==> config.mk <==
export PLATFORM = sky130hd
export DESIGN_NAME = brd_engine
export DESIGN_NICKNAME = d
export VERILOG_FILES = /design/src/brd_pkg.sv /design/src/brd_engine.sv /design/src/brd_chan.sv
export SDC_FILE = /design/constraint.sdc
export NUM_CORES = 1
export LEC_CHECK = 0
export BUFFER_PORTS_ARGS = -buffer_cell sky130_fd_sc_hd__buf_2
export CAP_MARGIN = 20
export CORE_MARGIN = 3
export CORE_UTILIZATION = 45
export CTS_BUF_LIST = sky130_fd_sc_hd__clkbuf_8
export CTS_CLUSTER_SIZE = 25
export DETAILED_ROUTE_END_ITERATION = 8
export PLACE_DENSITY = 0.63
export SYNTH_ARGS = -nofsm -noshare
export SYNTH_HDL_FRONTEND = slang
export SYNTH_HIERARCHICAL = 1
export SYNTH_SLANG_ARGS = --single-unit
==> constraint.sdc <==
create_clock -name i_clk -period 5 [get_ports i_clk]
set_input_delay 0.25 -clock i_clk [delete_from_list [all_inputs] [get_ports i_clk]]
set_output_delay 0.25 -clock i_clk [all_outputs]
set_load 0.02 [all_outputs]
==> src/brd_pkg.sv <==
package brd_pkg;
  // ****************************************
  // widths
  // ****************************************
  localparam int BRD_ADDR_W = 19;
  localparam int BRD_PTR_W = 32;
  // ****************************************
  // register word offsets (word index on the register port)
  // ****************************************
  localparam logic [4:0] BRD_OFF_CTRL0 = 5'h00;
  localparam logic [4:0] BRD_OFF_SIZE = 5'h01;
  localparam logic [4:0] BRD_OFF_PTH_BASE = 5'h08;
  localparam logic [4:0] BRD_OFF_PTL_BASE = 5'h09;
  localparam logic [4:0] BRD_OFF_MOD_BASE = 5'h10;
  localparam logic [4:0] BRD_OFF_DAT_BASE = 5'h14;
  // ****************************************
  // control register zero fields
  // ****************************************
  localparam int BRD_EN_A_BIT = 11;
  localparam int BRD_EN_B_BIT = 10;
  localparam int BRD_EN_C_BIT = 9;
  localparam int BRD_EN_D_BIT = 8;
  // ****************************************
  // size register fields
  // ****************************************
  localparam int BRD_WIDTH_LSB = 0;
  localparam int BRD_WIDTH_W = 6;
  localparam int BRD_HEIGHT_LSB = 6;
  localparam int BRD_HEIGHT_W = 10;
  // ****************************************
  // reset values and step
  // ****************************************
  localparam logic [15:0] BRD_RST_WORD = 16'h0000;
  localparam logic [BRD_ADDR_W-1:0] BRD_WORD_STEP = 19'h00002;
  localparam int BRD_NCH = 4;
  localparam logic [1:0] BRD_CH_A = 2'h0;
  localparam logic [1:0] BRD_CH_B = 2'h1;
  localparam logic [1:0] BRD_CH_C = 2'h2;
  localparam logic [1:0] BRD_CH_D = 2'h3;

  typedef enum logic [1:0] {
    BRD_IDLE = 2'b00,
    BRD_XFER = 2'b01,
    BRD_ROW = 2'b10
  } brd_state_e;
endpackage : brd_pkg

==> src/brd_engine.sv <==
`timescale 1ns/1ns
// What this block does
// - three source channels, one destination channel
// - pointer is two 16-bit words, high first
// - pointer bit zero ignored
// - pointer bits above chip memory ignored
// - four enable bits in control zero
// - disabled channel: no cycle; a, b, c use their preload
// - width low six bits, zero means 64
// - height upper ten bits, zero means 1024
// - writing size starts the blit
// - each word moves pointer by two
// - row end adds signed modulo
// - modulo even, sign-extended before add
// - one word per bus grant only
// - completion sets flag and interrupt
module brd_engine
  import brd_pkg::*;
#(
  parameter int ADDR_W = BRD_ADDR_W
) (
  input wire logic i_clk,
  input wire logic i_sys_rst,
  // ****************************************
  // register write port
  // ****************************************
  input wire logic i_reg_wr,
  input wire logic [4:0] i_reg_addr,
  input wire logic [15:0] i_reg_wdata,
  // ****************************************
  // chip memory port
  // ****************************************
  input wire logic i_bus_grant,
  input wire logic [15:0] i_mem_rdata,
  output logic o_mem_req,
  output logic o_mem_we,
  output logic [ADDR_W-1:0] o_mem_addr,
  output logic [15:0] o_mem_wdata,
  output logic [1:0] o_chan,
  // ****************************************
  // status
  // ****************************************
  output logic o_busy,
  output logic o_done,
  output logic o_irq,
  output logic [15:0] o_op_a,
  output logic [15:0] o_op_b,
  output logic [15:0] o_op_c
);
  if (ADDR_W < 2 || ADDR_W > BRD_PTR_W) begin : g_bad_addr_w
    $error("brd_engine: bad ADDR_W");
  end

  typedef struct packed {
    brd_state_e st;
    logic [3:0] en;
    logic [6:0] width;
    logic [10:0] height;
    logic [6:0] col;
    logic [10:0] row;
    logic [1:0] ch;
    logic req;
    logic we;
    logic [ADDR_W-1:0] addr;
    logic [15:0] wdata;
    logic done;
    logic irq;
    logic [15:0] op_a;
    logic [15:0] op_b;
    logic [15:0] op_c;
    logic busy;
  } brd_eng_s;

  brd_eng_s s_q;
  brd_eng_s s_d;

  logic [ADDR_W-1:0] ch_addr [BRD_NCH];
  logic [15:0] ch_data [BRD_NCH];
  logic [BRD_NCH-1:0] wr_pth;
  logic [BRD_NCH-1:0] wr_ptl;
  logic [BRD_NCH-1:0] wr_mod;
  logic [BRD_NCH-1:0] wr_dat;
  logic [BRD_NCH-1:0] step;
  logic [BRD_NCH-1:0] ld_dat;
  logic row_last;
  logic col_last;
  logic [2:0] nxt_ch;
  logic beat;

  // ****************************************
  // register decode
  // ****************************************
  always_comb begin
    for (int i = 0; i < BRD_NCH; i++) begin
      wr_pth[i] = i_reg_wr && (i_reg_addr == BRD_OFF_PTH_BASE + 5'(2 * i));
      wr_ptl[i] = i_reg_wr && (i_reg_addr == BRD_OFF_PTL_BASE + 5'(2 * i));
      wr_mod[i] = i_reg_wr && (i_reg_addr == BRD_OFF_MOD_BASE + 5'(i));
      wr_dat[i] = i_reg_wr && (i_reg_addr == BRD_OFF_DAT_BASE + 5'(i));
    end
  end

  // ****************************************
  // channels
  // ****************************************
  for (genvar g = 0; g < BRD_NCH; g++) begin : g_ch
    brd_chan #(.ADDR_W(ADDR_W)) u_chan (
      .i_clk(i_clk),
      .i_sys_rst(i_sys_rst),
      .i_wr_pth(wr_pth[g]),
      .i_wr_ptl(wr_ptl[g]),
      .i_wr_mod(wr_mod[g]),
      .i_wr_dat(wr_dat[g]),
      .i_wdata(i_reg_wdata),
      .i_step(step[g]),
      .i_row_end(col_last),
      .i_ld_dat(ld_dat[g]),
      .i_rdata(i_mem_rdata),
      .o_addr(ch_addr[g]),
      .o_data(ch_data[g])
    );
  end

  // ****************************************
  // sequencer
  // ****************************************
  // first enabled channel after the current one, in order a, b, c, d
  function automatic logic [2:0] next_en(input logic [3:0] en, input logic [2:0] from);
    logic [2:0] r;
    r = 3'h4;
    for (int k = 3; k >= 0; k--) begin
      if (en[k] && 3'(k) >= from) begin
        r = 3'(k);
      end
    end
    return r;
  endfunction : next_en

  assign beat = s_q.req && i_bus_grant;
  assign col_last = (s_q.col == s_q.width);
  assign row_last = (s_q.row == s_q.height);

  always_comb begin
    s_d = s_q;
    step = '0;
    ld_dat = '0;
    nxt_ch = 3'h4;
    case (s_q.st)
      BRD_IDLE: begin
        s_d.req = 1'b0;
      end
      BRD_XFER: begin
        // one word per grant; the request holds until the bus is ours
        if (beat) begin
          step[s_q.ch] = 1'b1;
          ld_dat[s_q.ch] = !s_q.we;
          if (s_q.ch == BRD_CH_A) begin
            s_d.op_a = i_mem_rdata;
          end else if (s_q.ch == BRD_CH_B) begin
            s_d.op_b = i_mem_rdata;
          end else if (s_q.ch == BRD_CH_C) begin
            s_d.op_c = i_mem_rdata;
          end
          s_d.req = 1'b0;
          s_d.st = BRD_ROW;
        end
      end
      BRD_ROW: begin
        nxt_ch = next_en(s_q.en, 3'(s_q.ch) + 3'h1);
        if (nxt_ch == 3'h4) begin
          // word slot finished for all enabled channels
          nxt_ch = next_en(s_q.en, 3'h0);
          if (col_last) begin
            s_d.col = 7'h01;
            if (row_last) begin
              nxt_ch = 3'h4;
            end else begin
              s_d.row = s_q.row + 11'h001;
            end
          end else begin
            s_d.col = s_q.col + 7'h01;
          end
        end
        if (nxt_ch == 3'h4) begin
          s_d.st = BRD_IDLE;
          s_d.done = 1'b1;
          s_d.irq = 1'b1;
        end else begin
          s_d.ch = nxt_ch[1:0];
          s_d.we = (nxt_ch[1:0] == BRD_CH_D);
          s_d.st = BRD_XFER;
          s_d.req = 1'b1;
        end
      end
      default: begin
        s_d.st = BRD_IDLE;
      end
    endcase
    if (s_q.st == BRD_XFER || s_q.st == BRD_ROW) begin
      s_d.addr = ch_addr[s_d.ch];
    end
    // destination carries the a operand; logic function lives elsewhere
    // tracked every cycle so a blit that opens on channel d stores fresh data
    s_d.wdata = s_q.op_a;
    s_d.irq = s_d.irq && !(s_q.irq);
    // disabled sources present their preload every cycle
    if (!s_q.en[0] && !ld_dat[0]) begin
      s_d.op_a = wr_dat[0] ? i_reg_wdata : ch_data[0];
    end
    if (!s_q.en[1] && !ld_dat[1]) begin
      s_d.op_b = wr_dat[1] ? i_reg_wdata : ch_data[1];
    end
    if (!s_q.en[2] && !ld_dat[2]) begin
      s_d.op_c = wr_dat[2] ? i_reg_wdata : ch_data[2];
    end
    if (i_reg_wr && i_reg_addr == BRD_OFF_CTRL0) begin
      s_d.en[0] = i_reg_wdata[BRD_EN_A_BIT];
      s_d.en[1] = i_reg_wdata[BRD_EN_B_BIT];
      s_d.en[2] = i_reg_wdata[BRD_EN_C_BIT];
      s_d.en[3] = i_reg_wdata[BRD_EN_D_BIT];
    end
    // a size write during a blit is ignored; restart would corrupt pointers
    if (i_reg_wr && i_reg_addr == BRD_OFF_SIZE && s_q.st == BRD_IDLE) begin
      s_d.width = {(i_reg_wdata[BRD_WIDTH_LSB +: BRD_WIDTH_W] == 6'h00),
                   i_reg_wdata[BRD_WIDTH_LSB +: BRD_WIDTH_W]};
      s_d.height = {(i_reg_wdata[BRD_HEIGHT_LSB +: BRD_HEIGHT_W] == 10'h000),
                    i_reg_wdata[BRD_HEIGHT_LSB +: BRD_HEIGHT_W]};
      s_d.col = 7'h01;
      s_d.row = 11'h001;
      s_d.done = 1'b0;
      nxt_ch = next_en(s_d.en, 3'h0);
      if (nxt_ch == 3'h4) begin
        // no enabled channel: nothing to move, finish at once
        s_d.done = 1'b1;
        s_d.irq = 1'b1;
      end else begin
        s_d.ch = nxt_ch[1:0];
        s_d.we = (nxt_ch[1:0] == BRD_CH_D);
        s_d.addr = ch_addr[nxt_ch[1:0]];
        s_d.st = BRD_XFER;
        s_d.req = 1'b1;
      end
    end
    // busy is its own flop so the status output comes straight from a register
    s_d.busy = (s_d.st != BRD_IDLE);
  end

  always_ff @(posedge i_clk or posedge i_sys_rst) begin
    if (i_sys_rst) begin
      s_q <= '{st: BRD_IDLE, default: '0};
    end else begin
      s_q <= s_d;
    end
  end

  assign o_mem_req = s_q.req;
  assign o_mem_we = s_q.we;
  assign o_mem_addr = s_q.addr;
  assign o_mem_wdata = s_q.wdata;
  assign o_chan = s_q.ch;
  assign o_busy = s_q.busy;
  assign o_done = s_q.done;
  assign o_irq = s_q.irq;
  assign o_op_a = s_q.op_a;
  assign o_op_b = s_q.op_b;
  assign o_op_c = s_q.op_c;
endmodule : brd_engine

==> src/brd_chan.sv <==
`timescale 1ns/1ns
// one channel's pointer, modulo and data
module brd_chan
  import brd_pkg::*;
#(
  parameter int ADDR_W = BRD_ADDR_W
) (
  input wire logic i_clk,
  input wire logic i_sys_rst,
  input wire logic i_wr_pth,
  input wire logic i_wr_ptl,
  input wire logic i_wr_mod,
  input wire logic i_wr_dat,
  input wire logic [15:0] i_wdata,
  input wire logic i_step,
  input wire logic i_row_end,
  input wire logic i_ld_dat,
  input wire logic [15:0] i_rdata,
  output logic [ADDR_W-1:0] o_addr,
  output logic [15:0] o_data
);
  if (ADDR_W < 2 || ADDR_W > BRD_PTR_W) begin : g_bad_addr_w
    $error("brd_chan: bad ADDR_W");
  end

  typedef struct packed {
    logic [BRD_PTR_W-1:0] ptr;
    logic [15:0] modv;
    logic [15:0] dat;
  } brd_chan_s;

  brd_chan_s st_q;
  brd_chan_s st_d;
  logic [ADDR_W-1:0] ptr_w;
  logic [ADDR_W-1:0] mod_ext;

  always_comb begin
    // only the chip memory range is kept, bit zero dropped
    ptr_w = {st_q.ptr[ADDR_W-1:1], 1'b0};
    // sign-extend modulo with bit zero forced even
    mod_ext = ADDR_W'({{(BRD_PTR_W-16){st_q.modv[15]}}, st_q.modv[15:1], 1'b0});
    st_d = st_q;
    if (i_wr_pth) begin
      st_d.ptr[31:16] = i_wdata;
    end
    if (i_wr_ptl) begin
      st_d.ptr[15:0] = i_wdata;
    end
    if (i_wr_mod) begin
      st_d.modv = i_wdata;
    end
    if (i_wr_dat) begin
      st_d.dat = i_wdata;
    end else if (i_ld_dat) begin
      st_d.dat = i_rdata;
    end
    if (i_step) begin
      if (i_row_end) begin
        st_d.ptr[ADDR_W-1:0] = ptr_w + ADDR_W'(BRD_WORD_STEP) + mod_ext;
      end else begin
        st_d.ptr[ADDR_W-1:0] = ptr_w + ADDR_W'(BRD_WORD_STEP);
      end
    end
  end

  always_ff @(posedge i_clk or posedge i_sys_rst) begin
    if (i_sys_rst) begin
      st_q <= '0;
    end else begin
      st_q <= st_d;
    end
  end

  assign o_addr = ptr_w;
  assign o_data = st_q.dat;
endmodule : brd_chan

==> run summary, run 1 <==
In this run the worst hold path is classified as in -> reg. In this run the most critical hold path is launched from i_reg_wdata[0]. The startpoint-to-endpoint class of the critical path is reg -> reg. The horizontal die dimension is 231 microns.

From synthesis to final layout, the design area changed by 8.80%. The initial antenna violation count was 3. The total overflow left after global routing is 0. The internal portion of the total power is 0.00641 W. The starting density of the core came out at 0.460. The number of inserted filler cells in the final layout came out at 4654. The number of buffers added by the clock tree synthesis step is 59. The worst register-to-register path begins at g_ch[1].u_chan/o_addr[3]. The remaining design rule violation count is 0. Setup repair after global routing left no endpoint under its margin. The worst slack at placement came out at 1.51 ns.

The clock period could shrink to 3.54 ns. The final count of pins violating max slew came to 0. The share of total power dissipated in combinational logic is 0.411. For this design the total switching power over the nets is 0.00458 W. The average wire per standard cell came out at 21.7 microns. The multi-input gate area in the final layout came out at 0.0133 sq mm. The hold violation count in the final report came out at 0. The number of instances in the synthesized netlist came out at 2555. The maximum fanout along the worst path is 8. In this run the vertical extent of the chip is 231 microns. The global-route wire length before repair came out at 112000 microns. The cell area after synthesis came out at 0.0227 sq mm. The run finished with clean final reports. Dividing the detail-routed via count by the number of cells gives 6.05. The routed wire length came out at 71400 microns.

STA classifies the critical path endpoint as a register. The setup slack of the worst register-to-register path is 1.46 ns. Data on the critical path arrives at its endpoint at 4.13 ns. The post-synthesis net count came out at 2678. Clock tree synthesis found a total of 312 sinks. The worst hold endpoint is s_q[119].

In this run the tightest slew margin relative to its limit is 0.215. The I/O pin count is 131. The total routing resource utilization after global routing is 0.264. After synthesis, the mean cell area works out to 8.88 sq um. TritonCTS built the clock tree.

The final setup violation count came out at 0. The clock network fraction of total power came out at 0.239. Dividing the final minimum period by the clock period gives 0.708. The analysis attributes to cell leakage a power of 10.5 nW.

The die outline area came out at 0.0532 sq mm. The HPWL after detailed placement is 49300 microns. The total number of placement rows came out at 81. Entering global routing, the biggest net connects 92 pins. The violation count after the first detailed-routing iteration came out at 1845. The maximum count of clock buffers along a single path came out at 3. The fmax came out at 282 MHz. The number of nets with antenna violations after routing came out at 0.

Once layout is complete, the utilization of the core stands at 0.500. For the pin with the worst max-slew slack, the measured transition is 1.18 ns. The clock skew is 0.0592 ns.

Max-cap violations in this run came to 0. Routability-driven placement finished with a final weighted congestion of 0.919. The critical path starts at g_ch[1].u_chan/o_addr[3]. The net switching share of the total power is 0.417. The core box area is 0.0494 sq mm. The net total in the final layout came out at 2696.

The sequential group share of total power came out at 0.350. The worst register-to-register path ends at g_ch[1].u_chan/o_addr[15]. The via count of the first global-routing pass came out at 19.2k. The post-cts gate resize count came out at 0. In the post-route analysis, the smallest setup slack over all paths is 1.46 ns. The worst path required time is 5.58 ns. For the worst-skew pair, the clock arrives at the later sink with an insertion delay of 0.70 ns. Measured in cells, the most critical reg-to-reg path has a length of 12. The total of warnings raised by yosys is 6. The number of search-and-repair iterations in the first detailed-routing pass is 6.

The power density over cell area is 445 mW/mm^2. The sequential cells in the finished layout cover a total of 0.00781 sq mm. The total number of H-tree levels came out at 2. Input and output buffers added on the ports amount to 130.

The number of vias in the routed layout came out at 19.9k. Setup total negative slack on the finished layout was measured at 0 ns. The ratio of cells with drive above 1 in the final layout is 0.170. The tree is rooted in a sky130_fd_sc_hd__clkbuf_8. The peak supply drop is 0.237 mV.

The kind of start point of the critical path is a register. The clock transition at the registers of the reported paths is 0.06 ns. The count of cells along the worst hold path came out at 3.
-- worst max-delay path, cell delays in order (launching register included) --
cell                       delay (ns)
sky130_fd_sc_hd__dfrtp_1         0.55
sky130_fd_sc_hd__and4_1          0.35
sky130_fd_sc_hd__nand4_4         0.19
sky130_fd_sc_hd__nor2_1          0.19
sky130_fd_sc_hd__xor2_1          0.28
sky130_fd_sc_hd__ha_1            0.38
sky130_fd_sc_hd__a21o_1          0.19
sky130_fd_sc_hd__a21o_2          0.24
sky130_fd_sc_hd__a221oi_4        0.30
sky130_fd_sc_hd__o21ai_2         0.13
sky130_fd_sc_hd__or3_1           0.32
sky130_fd_sc_hd__a31oi_1         0.25
sky130_fd_sc_hd__nor2_1          0.06
-- how the worst max path moves through the flow --
stage	end	slack [ns]	depth (start not counted)
after floorplan	o_busy	1.22	1
after global placement	g_ch[0].u_chan/o_addr[16]	1.58	12
after detailed placement	g_ch[2].u_chan/o_addr[18]	1.51	13
after CTS	g_ch[1].u_chan/o_addr[16]	1.53	12
after global routing	g_ch[2].u_chan/o_addr[17]	1.10	10
final	g_ch[1].u_chan/o_addr[15]	1.46	12
-- cell usage in the layout (no fill, tap or decap), drive strengths merged, types with 55 or more instances in the layout --
master	n
o211ai	59
xnor2	67
nand2	276
mux2	112
nor2	162
mux2i	111
dfrtp	312
clkbuf	76
nand3	82
o21ai	185
buf	173
xor2	55
a21oi	166
ha	78
inv	84
-- power groups by stage --
stage | logic [W] | registers [W] | clock network [W]
2_1_floorplan | 0.00372 | 0.00361 | 0
3_3_place_gp | 0.00435 | 0.00385 | 0
3_5_place_dp | 0.00442 | 0.00387 | 0
4_1_cts | 0.00446 | 0.00383 | 0.00269
5_1_grt | 0.00496 | 0.00392 | 0.00281
6_report | 0.00452 | 0.00384 | 0.00263
-- layer usage --
layer  track usage  vias to the layer above  share of wire
met5             0                        -              0
met4         0.110                        0          0.040
met3        0.0523                      153          0.082
met2         0.417                      752           0.45
met1         0.354                     9677           0.43
li1              -                     9271              -
-- stage by stage --
| stage | area, sq um | cells | total power, W | hold WS, ns |
|---|---|---|---|---|
| 2_1_floorplan | 22700 | 2555 | 0.00732 | 0.346 |
| 3_3_place_gp | 23200 | 3151 | 0.00819 | 0.380 |
| 3_5_place_dp | 23200 | 3153 | 0.00829 | 0.390 |
| 4_1_cts | 24600 | 3276 | 0.0110 | 0.0141 |
| 5_1_grt | 24700 | 3283 | 0.0117 | 0.0522 |
| 6_report | 24700 | 3283 | 0.0110 | 0.0591 |
-- sequential cells by signal, indices dropped and copies added (netlist names) --
name / cells
o_irq: 1
o_mem_wdata: 16
o_mem_we: 1
o_op_b: 16
o_chan: 2
o_op_c: 16
o_mem_addr: 19
o_op_a: 16
o_busy: 1
g_ch.u_chan/mod_ext: 60
g_ch.u_chan/o_data: 48
s_q: 42
o_mem_req: 1
o_done: 1
g_ch.u_chan/o_addr: 72
-- area by class of cell --
type / instances / area share
tap: 664 / 0.0336
sequential: 312 / 0.316
clock inverter: 29 / 0.00755
timing repair buffer: 191 / 0.0498
multi-input combinational: 1940 / 0.540
inverter: 69 / 0.0107
clock buffer: 76 / 0.0424
antenna: 2 / 0.000203
-- repair_timing --
item	4_1_cts	5_1_grt
buffers inserted	0	0
endpoints found under the hold margin	300	0
hold buffers	18	0
Note: power is estimated with default switching activity, not from simulation.
==> run 2: changes to the inputs <==
ABC_AREA = 1   (was default)
PLACE_DENSITY = 0.65   (was 0.63)
clock period = 3.15 ns   (was 5 ns; I/O delays follow)
==> run 2 against run 1 <==
  * Power rose by 80%
  * Global-route usage rose by 3.1 points
  * Sequential power rose by 64%
  * Clock power rose by 63%
  * Utilization rose by 0.087 points
  * Count of clock-buffer cells in the layout did not move
  * Worst setup slack got worse by 1.2 ns
  * Fmax rose by 24%
  * Die area rose by 3.4%
  * Via count rose by 18%
==> run summary, run 2 <==
The flow ran to the end, and the final reports show no timing, DRC or antenna violations. The maximum count of clock buffers along a single path is 3 (unchanged). Compared with the post-synthesis result, the final layout area differs by 9.91%.

The setup TNS after final layout came to 0 ns (unchanged). The post-synthesis net count was 3555 (+33%). The worst path required time came to 3.69 ns (-1.89 ns).

The sequential group share of total power came out at 0.320 (-0.030). The global-route wire length before repair came out at 126000 microns (+13%). The power density over cell area is 764 mW/mm^2 (+72%). The global placer's final weighted congestion is 0.996 (+8.3%).

The number of vias in the routed layout came to 23.3k (+18%). The data arrival at the endpoint of the critical path came out at 3.40 ns (-0.73 ns). The net switching share of the total power came out at 0.457 (+0.0405). The average wire per standard cell is 19.4 microns (-11%). The total routing resource utilization after global routing is 0.295 (+0.0306).

STA classifies the critical path endpoint as a register. The cell area after synthesis was 0.0235 sq mm (+3.5%). The slowest stage of the critical path belongs to the cell sky130_fd_sc_hd__dfrtp_1. The cell sitting at the root of the clock tree is a sky130_fd_sc_hd__clkbuf_8. The routed wire length came to 81900 microns (+15%). The flip-flop count of the largest register after layout came out at 72 (unchanged). The number of nets with antenna violations after routing is 0 (unchanged).

The via count of the first global-routing pass is 21.7k (+13%). The die outline area came out at 0.0550 sq mm (+3.4%). The average footprint of a synthesized cell is 6.85 sq um (-23%). The tightest min-delay check is of the in -> reg type.

The horizontal die dimension is 234 microns (+1.7%). The clock tree from TritonCTS is done. The number of buffers added by the clock tree synthesis step came out at 57 (-3.4%).

In this run the most critical hold path is launched from i_reg_wdata[14]. The count of buffers from port buffering is 130 (unchanged). The detailed-route vias per instance is 5.52 (-8.7%). The ratio of cells with drive above 1 in the final layout is 0.127 (-0.0434). The total number of H-tree levels came out at 2 (unchanged). The peak supply drop is 0.402 mV (+69%).

The y dimension of the die was 234 microns (+1.7%). The design internal power came out at 0.0107 W (+67%). The transition at the pin with the smallest max-transition slack came out at 0.906 ns (-0.272 ns). The reported net switching power came to 0.00902 W (+97%). The worst setup path is launched from a register.

The worst setup path is of the reg -> reg kind. The clock latency reported for the late side of the worst-skew pair was 0.69 ns (about the same). The core box area came out at 0.0515 sq mm (+4.4%). The post-route worst hold slack is 0.0616 ns (+0.00249 ns).

The starting density of the core is 0.456 (-0.00383). The clock network fraction of total power came out at 0.218 (-0.021). The I/O pin count came out at 131 (unchanged). The worst slew margin relative to its limit came out at 0.396 (+0.181). The clock transition at the registers of the reported paths came out at 0.07 ns (about the same).

Traced cell by cell, the critical path runs through ha_1 -> nand2_1 -> inv_1 -> nand3_1 -> nor2_1 -> xor2_1 -> inv_1 -> ha_1 -> inv_1 -> nor3_1 -> and2_1 -> nand2_1 -> nand3_1 -> nand3_1 -> nand2_1 -> a21oi_2. The clock skew is 0.0405 ns (-0.0187 ns). In the layout the commonest cells are 811 x sky130_fd_sc_hd__nand2_1, 489 x sky130_fd_sc_hd__inv_1, 330 x sky130_fd_sc_hd__nor2_1, 309 x sky130_fd_sc_hd__dfrtp_1, 258 x sky130_fd_sc_hd__nand3_1.

The time the worst path needs with I/O delays and setup is 2.87 ns (-0.675 ns). The remaining design rule violation count came out at 0 (unchanged). The largest stage delay on the critical path came out at 0.46 ns (-0.09 ns).

The total number of placement rows is 83 (+2.5%). The net total in the final layout came out at 3623 (+34%). The initial antenna violation count came out at 4 (+1). The leakage power is 13.0 nW (+24%).

The maximum fanout along the worst path was 6 (-2). The number of search-and-repair iterations in the first detailed-routing pass came out at 6 (unchanged). The total of warnings raised by yosys is 6 (unchanged). Tracing the worst setup path back leads to its startpoint at g_ch[0].u_chan/o_addr[2]. The clock sink total was 312 (unchanged).

The final count of pins violating max slew is 0 (unchanged). The final setup violation count is 0 (unchanged). The fmax came to 349 MHz (+24%). The hold violation count in the final report is 0 (unchanged).

The number of instances in the synthesized netlist is 3432 (+34%). The count of max-cap constraint violations is 0 (unchanged). The violation count after the first detailed-routing iteration is 2551 (+38%). The post-route clock period utilization is 0.910 (+0.202). The origin of the critical flop-to-flop path is g_ch[0].u_chan/o_addr[2]. The library cell used most frequently in the layout, excluding fill and tap cells, is sky130_fd_sc_hd__nand2_1.

The antenna diode count came out at 0 (-2). Setup repair after global routing left no endpoint under its margin. The maximum number of pins on one net before global-route repair came out at 92 (unchanged). The global-route congestion overflow total was 0 (unchanged). The fraction of power consumed by combinational cells came to 0.462 (+0.051). The HPWL after detailed placement came out at 59000 microns (+20%).
run 2: area by class of cell:
cell class,instances,area [sq um]
clock buffers,76,1050
clock inverters,29,228
fillers,5301,25700
inverters,488,1840
multi-input cells,2423,12600
flip-flops and latches,312,7810
well taps,680,851
repair buffers,218,1410
run 2: worst max-delay path: cells and delay by family, from the launching register on:
family	cells	cell delay, ns
xor gates and xnor gates	1	0.25
AOI/OAI and AO/OA	1	0.05
DFF	1	0.46
buffers and inverters	3	0.27
adders and majority gates	2	0.61
and+or+nand+nor	9	1.11
run 2: power by group through the flow:
stage                     Combinational, W  Sequential [W]  Clock, W
after floorplan                    0.00738         0.00591         0
after global placement             0.00891         0.00633         0
after detailed placement           0.00896         0.00635         0
after CTS                          0.00903         0.00629   0.00436
after global routing                0.0102         0.00645   0.00455
final                              0.00912         0.00631   0.00430
run 2: final timing paths:
kind,to,slack (ns),depth (start not counted)
max in group asynchronous,g_ch[0].u_chan/o_addr[10],2.01,4
worst min-delay path,g_ch[2].u_chan/o_addr[14],0.06,3
worst max register to register,g_ch[0].u_chan/o_addr[17],0.28,16
min in group asynchronous,g_ch[1].u_chan/o_addr[2],0.17,3
worst min register to register,o_mem_wdata[0],0.39,0
worst max-delay path,g_ch[0].u_chan/o_addr[17],0.28,16
run 2: what timing repair did:
item                       CTS  global route
hold endpoints to repair   349             0
hold buffers                30             0
setup buffers                0             0
setup endpoints to repair    0            26
resized for setup            0             5
run 2: layer usage:
metal / vias to the layer above / track usage / part of all wire
met2: 1022 / 0.461 / 0.44
met3: 246 / 0.0428 / 0.080
met4: 0 / 0.148 / 0.055
met1: 10800 / 0.400 / 0.43
met5: - / 0 / 0
li1: 11300 / - / -
run 2: stage by stage:
step	std cells	util	power (W)	cell area, sq um	setup WS, ns
detailed placement	4091	0.471	0.0153	24200	0.307
CTS	4226	0.501	0.0197	25800	0.158
finish	4226	0.501	0.0197	25800	0.283
floorplan	3432	-	0.0133	23500	0.624
global route	4226	0.501	0.0212	25800	0.0101
global placement	4091	0.471	0.0152	24200	0.357
==> run 3: changes to the inputs <==
==> constraint.sdc (replaced) <==
create_clock -name i_clk -period 3.15 [get_ports i_clk]
set_input_delay 0.315 -clock i_clk [delete_from_list [all_inputs] [get_ports i_clk]]
set_output_delay 0.315 -clock i_clk [all_outputs]
set_load 0.02 [all_outputs]
==> run 3 against run 2 <==
  * Power decreased by 0.78%
  * Sequential share of layout area increased by 0.14 points
  * Worst setup slack improved by 0.0037 ns
  * Critical endpoint is now g_ch[0].u_chan/o_addr[16]
  * Largest cell class unchanged
==> run summary, run 3 (synthesis results as in run 2) <==
The flow ran to the end, and the final reports show no timing, DRC or antenna violations. The final count of pins violating max slew is 0 (unchanged). The net total in the final layout came to 3613 (-0.28%). The power density over cell area is 761 mW/mm^2 (-0.33%).

The maximum fanout along the worst path came to 7 (+1). The transition at the pin with the smallest max-transition slack came out at 0.841 ns (-0.0650 ns). The most prevalent standard cell on the critical path is sky130_fd_sc_hd__nand2_1. The I/O pin count is 131 (unchanged). The worst setup path is captured at a register. The initial antenna violation count came out at 7 (+3).

The HPWL after detailed placement came out at 59100 microns (+0.22%). The signal on the critical path passes through nand2_1 -> inv_1 -> nand3_1 -> nor2_1 -> xor2_1 -> inv_1 -> ha_1 -> a21oi_1 -> nand2_1 -> a21oi_1 -> nand2_1 -> nand2_1 -> nand3_1 -> nand2_1 -> a21oi_2. The y dimension of the die came to 234 microns (unchanged).

The maximum number of pins on one net before global-route repair was 91 (-1.1%). The cell family contributing the most delay on the critical path is simple AND/OR/NAND/NOR gates. The clock latency reported for the late side of the worst-skew pair came out at 0.72 ns (+0.03 ns). The number of search-and-repair iterations in the first detailed-routing pass came to 6 (unchanged). The fmax is 349 MHz (+0.13%). The starting density of the core is 0.456 (unchanged). The worst slew margin relative to its limit came out at 0.439 (+0.0427). Setup repair after global routing left no endpoint under its margin. The hold violation count in the final report is 0 (unchanged). The number of nets with antenna violations after routing was 0 (unchanged). The die outline area is 0.0550 sq mm (unchanged).

The total routing resource utilization after global routing is 0.296 (+0.00153). The setup TNS after final layout is 0 ns (unchanged). The total placed instance area came out at 0.0242 sq mm (about the same). The final design area excluding fillers is 0.0257 sq mm (-0.46%).

The largest stage delay on the critical path came out at 0.57 ns (+0.11 ns). The core utilization of the finished layout is 0.499 (-0.00228). The horizontal die dimension is 234 microns (unchanged).

The startpoint-to-endpoint class of the critical path is reg -> reg. The library cells used most frequently in the layout, excluding fill and tap cells, are 811 x sky130_fd_sc_hd__nand2_1, 481 x sky130_fd_sc_hd__inv_1, 330 x sky130_fd_sc_hd__nor2_1, 308 x sky130_fd_sc_hd__dfrtp_1, 257 x sky130_fd_sc_hd__nand3_1. The number of vias in the routed layout came out at 23.2k (-0.58%). The global placer's final weighted congestion came to 0.942 (-5.4%).

The cell total after placement is 4089 (-0.049%). The number of buffers added by the clock tree synthesis step is 57 (unchanged). The remaining design rule violation count is 0 (unchanged). The maximum count of clock buffers along a single path is 3 (unchanged). TritonCTS built the clock tree.

The worst path required time was 3.69 ns (about the same). The tightest min-delay check is of the in -> reg type. The data arrival at the endpoint of the critical path is 3.40 ns (about the same).

The routed wire length is 82100 microns (+0.34%). Leaving out fill and tap cells, the most frequent cell in the layout is sky130_fd_sc_hd__nand2_1. The average wire per standard cell was 19.5 microns (+0.55%). The post-route clock period utilization was 0.909 (-0.00117).

The ratio of cells with drive above 1 in the final layout came out at 0.132 (+0.00488). The global-route wire length before repair is 126000 microns (+0.24%). The final setup violation count was 0 (unchanged).

The count of max-cap constraint violations came to 0 (unchanged). The core box area is 0.0515 sq mm (unchanged). The detailed-route vias per instance is 5.50 (-0.37%). The count of buffers from port buffering came out at 130 (unchanged). The via count of the first global-routing pass was 21.7k (-0.10%). The clock skew is 0.0622 ns (+0.0217 ns).

The clock sink total came out at 312 (unchanged). The peak supply drop came out at 0.422 mV (+5.0%). The global-route congestion overflow total is 0 (unchanged). The clock transition at the registers of the reported paths came out at 0.07 ns (about the same). STA classifies the critical path startpoint as a register. The violation count after the first detailed-routing iteration came out at 2477 (-2.9%). The buffer and inverter count on the worst path is 2 (-1).

The root buffer cell chosen for the clock tree is sky130_fd_sc_hd__clkbuf_8. Relative to the synthesized area, the layout overhead comes to 9.41%. The total number of placement rows came out at 83 (unchanged). The total number of H-tree levels was 2 (unchanged). The leakage power is 12.9 nW (-0.56%).

The flip-flop count of the largest register after layout came out at 72 (unchanged). The slowest stage of the critical path is the sky130_fd_sc_hd__dfrtp_1 cell. The number of cells in the finished layout apart from fillers is 4217 (-0.21%). The time the worst path needs with I/O delays and setup came to 2.86 ns (-0.00368 ns).
run 3: through the flow:
stage | hold slack [ns] | power [W] | worst slack (ns)
finish | 0.0586 | 0.0196 | 0.287
global route | 0.0508 | 0.0211 | 0.00860
CTS | 0.0117 | 0.0195 | 0.256
detailed placement | 0.385 | 0.0153 | 0.132
global placement | 0.386 | 0.0152 | 0.186
floorplan | 0.376 | 0.0133 | 0.624
run 3: worst paths after layout:
path,from,endpoint,slack (ns),cells past startpoint
worst max-delay path,g_ch[0].u_chan/o_addr[3],g_ch[0].u_chan/o_addr[16],0.29,15
worst min-delay path,i_reg_wdata[11],s_q[126],0.06,3
worst max register to register,g_ch[0].u_chan/o_addr[3],g_ch[0].u_chan/o_addr[16],0.29,15
worst min register to register,o_op_a[3],o_mem_wdata[3],0.38,0
max in group asynchronous,i_sys_rst,g_ch[3].u_chan/mod_ext[12],1.88,4
min in group asynchronous,i_sys_rst,g_ch[1].u_chan/o_addr[2],0.32,3
run 3: layout make-up:
| class | instances | area [sq um] |
|---|---|---|
| Antenna cell | 1 | 2.50 |
| Timing Repair Buffer | 208 | 1330 |
| Inverter | 488 | 1840 |
| Clock inverter | 32 | 199 |
| Multi-Input combinational cell | 2423 | 12700 |
| Clock buffer | 73 | 1000 |
| Sequential cell | 312 | 7810 |
| Tap cell | 680 | 851 |
| Fill cell | 5270 | 25800 |
run 3: timing repair:
action	CTS	global route
endpoints found under the setup margin	0	12
hold buffers	19	0
resized for setup	0	12
endpoints found under the hold margin	134	0
buffers inserted	0	2
run 3: worst register-to-register path, delay by kind of cell, from the launching register on:
kind,cells,cell delay (ns)
AO/OA/AOI/OAI,3,0.47
XOR/XNOR,1,0.25
adder cells (fa/ha/maj),1,0.37
buffers and inverters,2,0.19
flip-flops,1,0.57
AND/OR/NAND/NOR,8,0.85
run 3: report_power, final:
group / internal [W] / switching (W)
registers: 0.00514 / 0.00120
clock network: 0.00219 / 0.00194
logic: 0.00316 / 0.00594
total: 0.0105 / 0.00908
run 3: routing by layer:
metal,vias up,GRT usage,part of all wire
met5,-,0,0.00040
met2,1011,0.467,0.44
met3,254,0.0503,0.086
met4,4,0.149,0.056
li1,11300,-,-
met1,10700,0.394,0.42
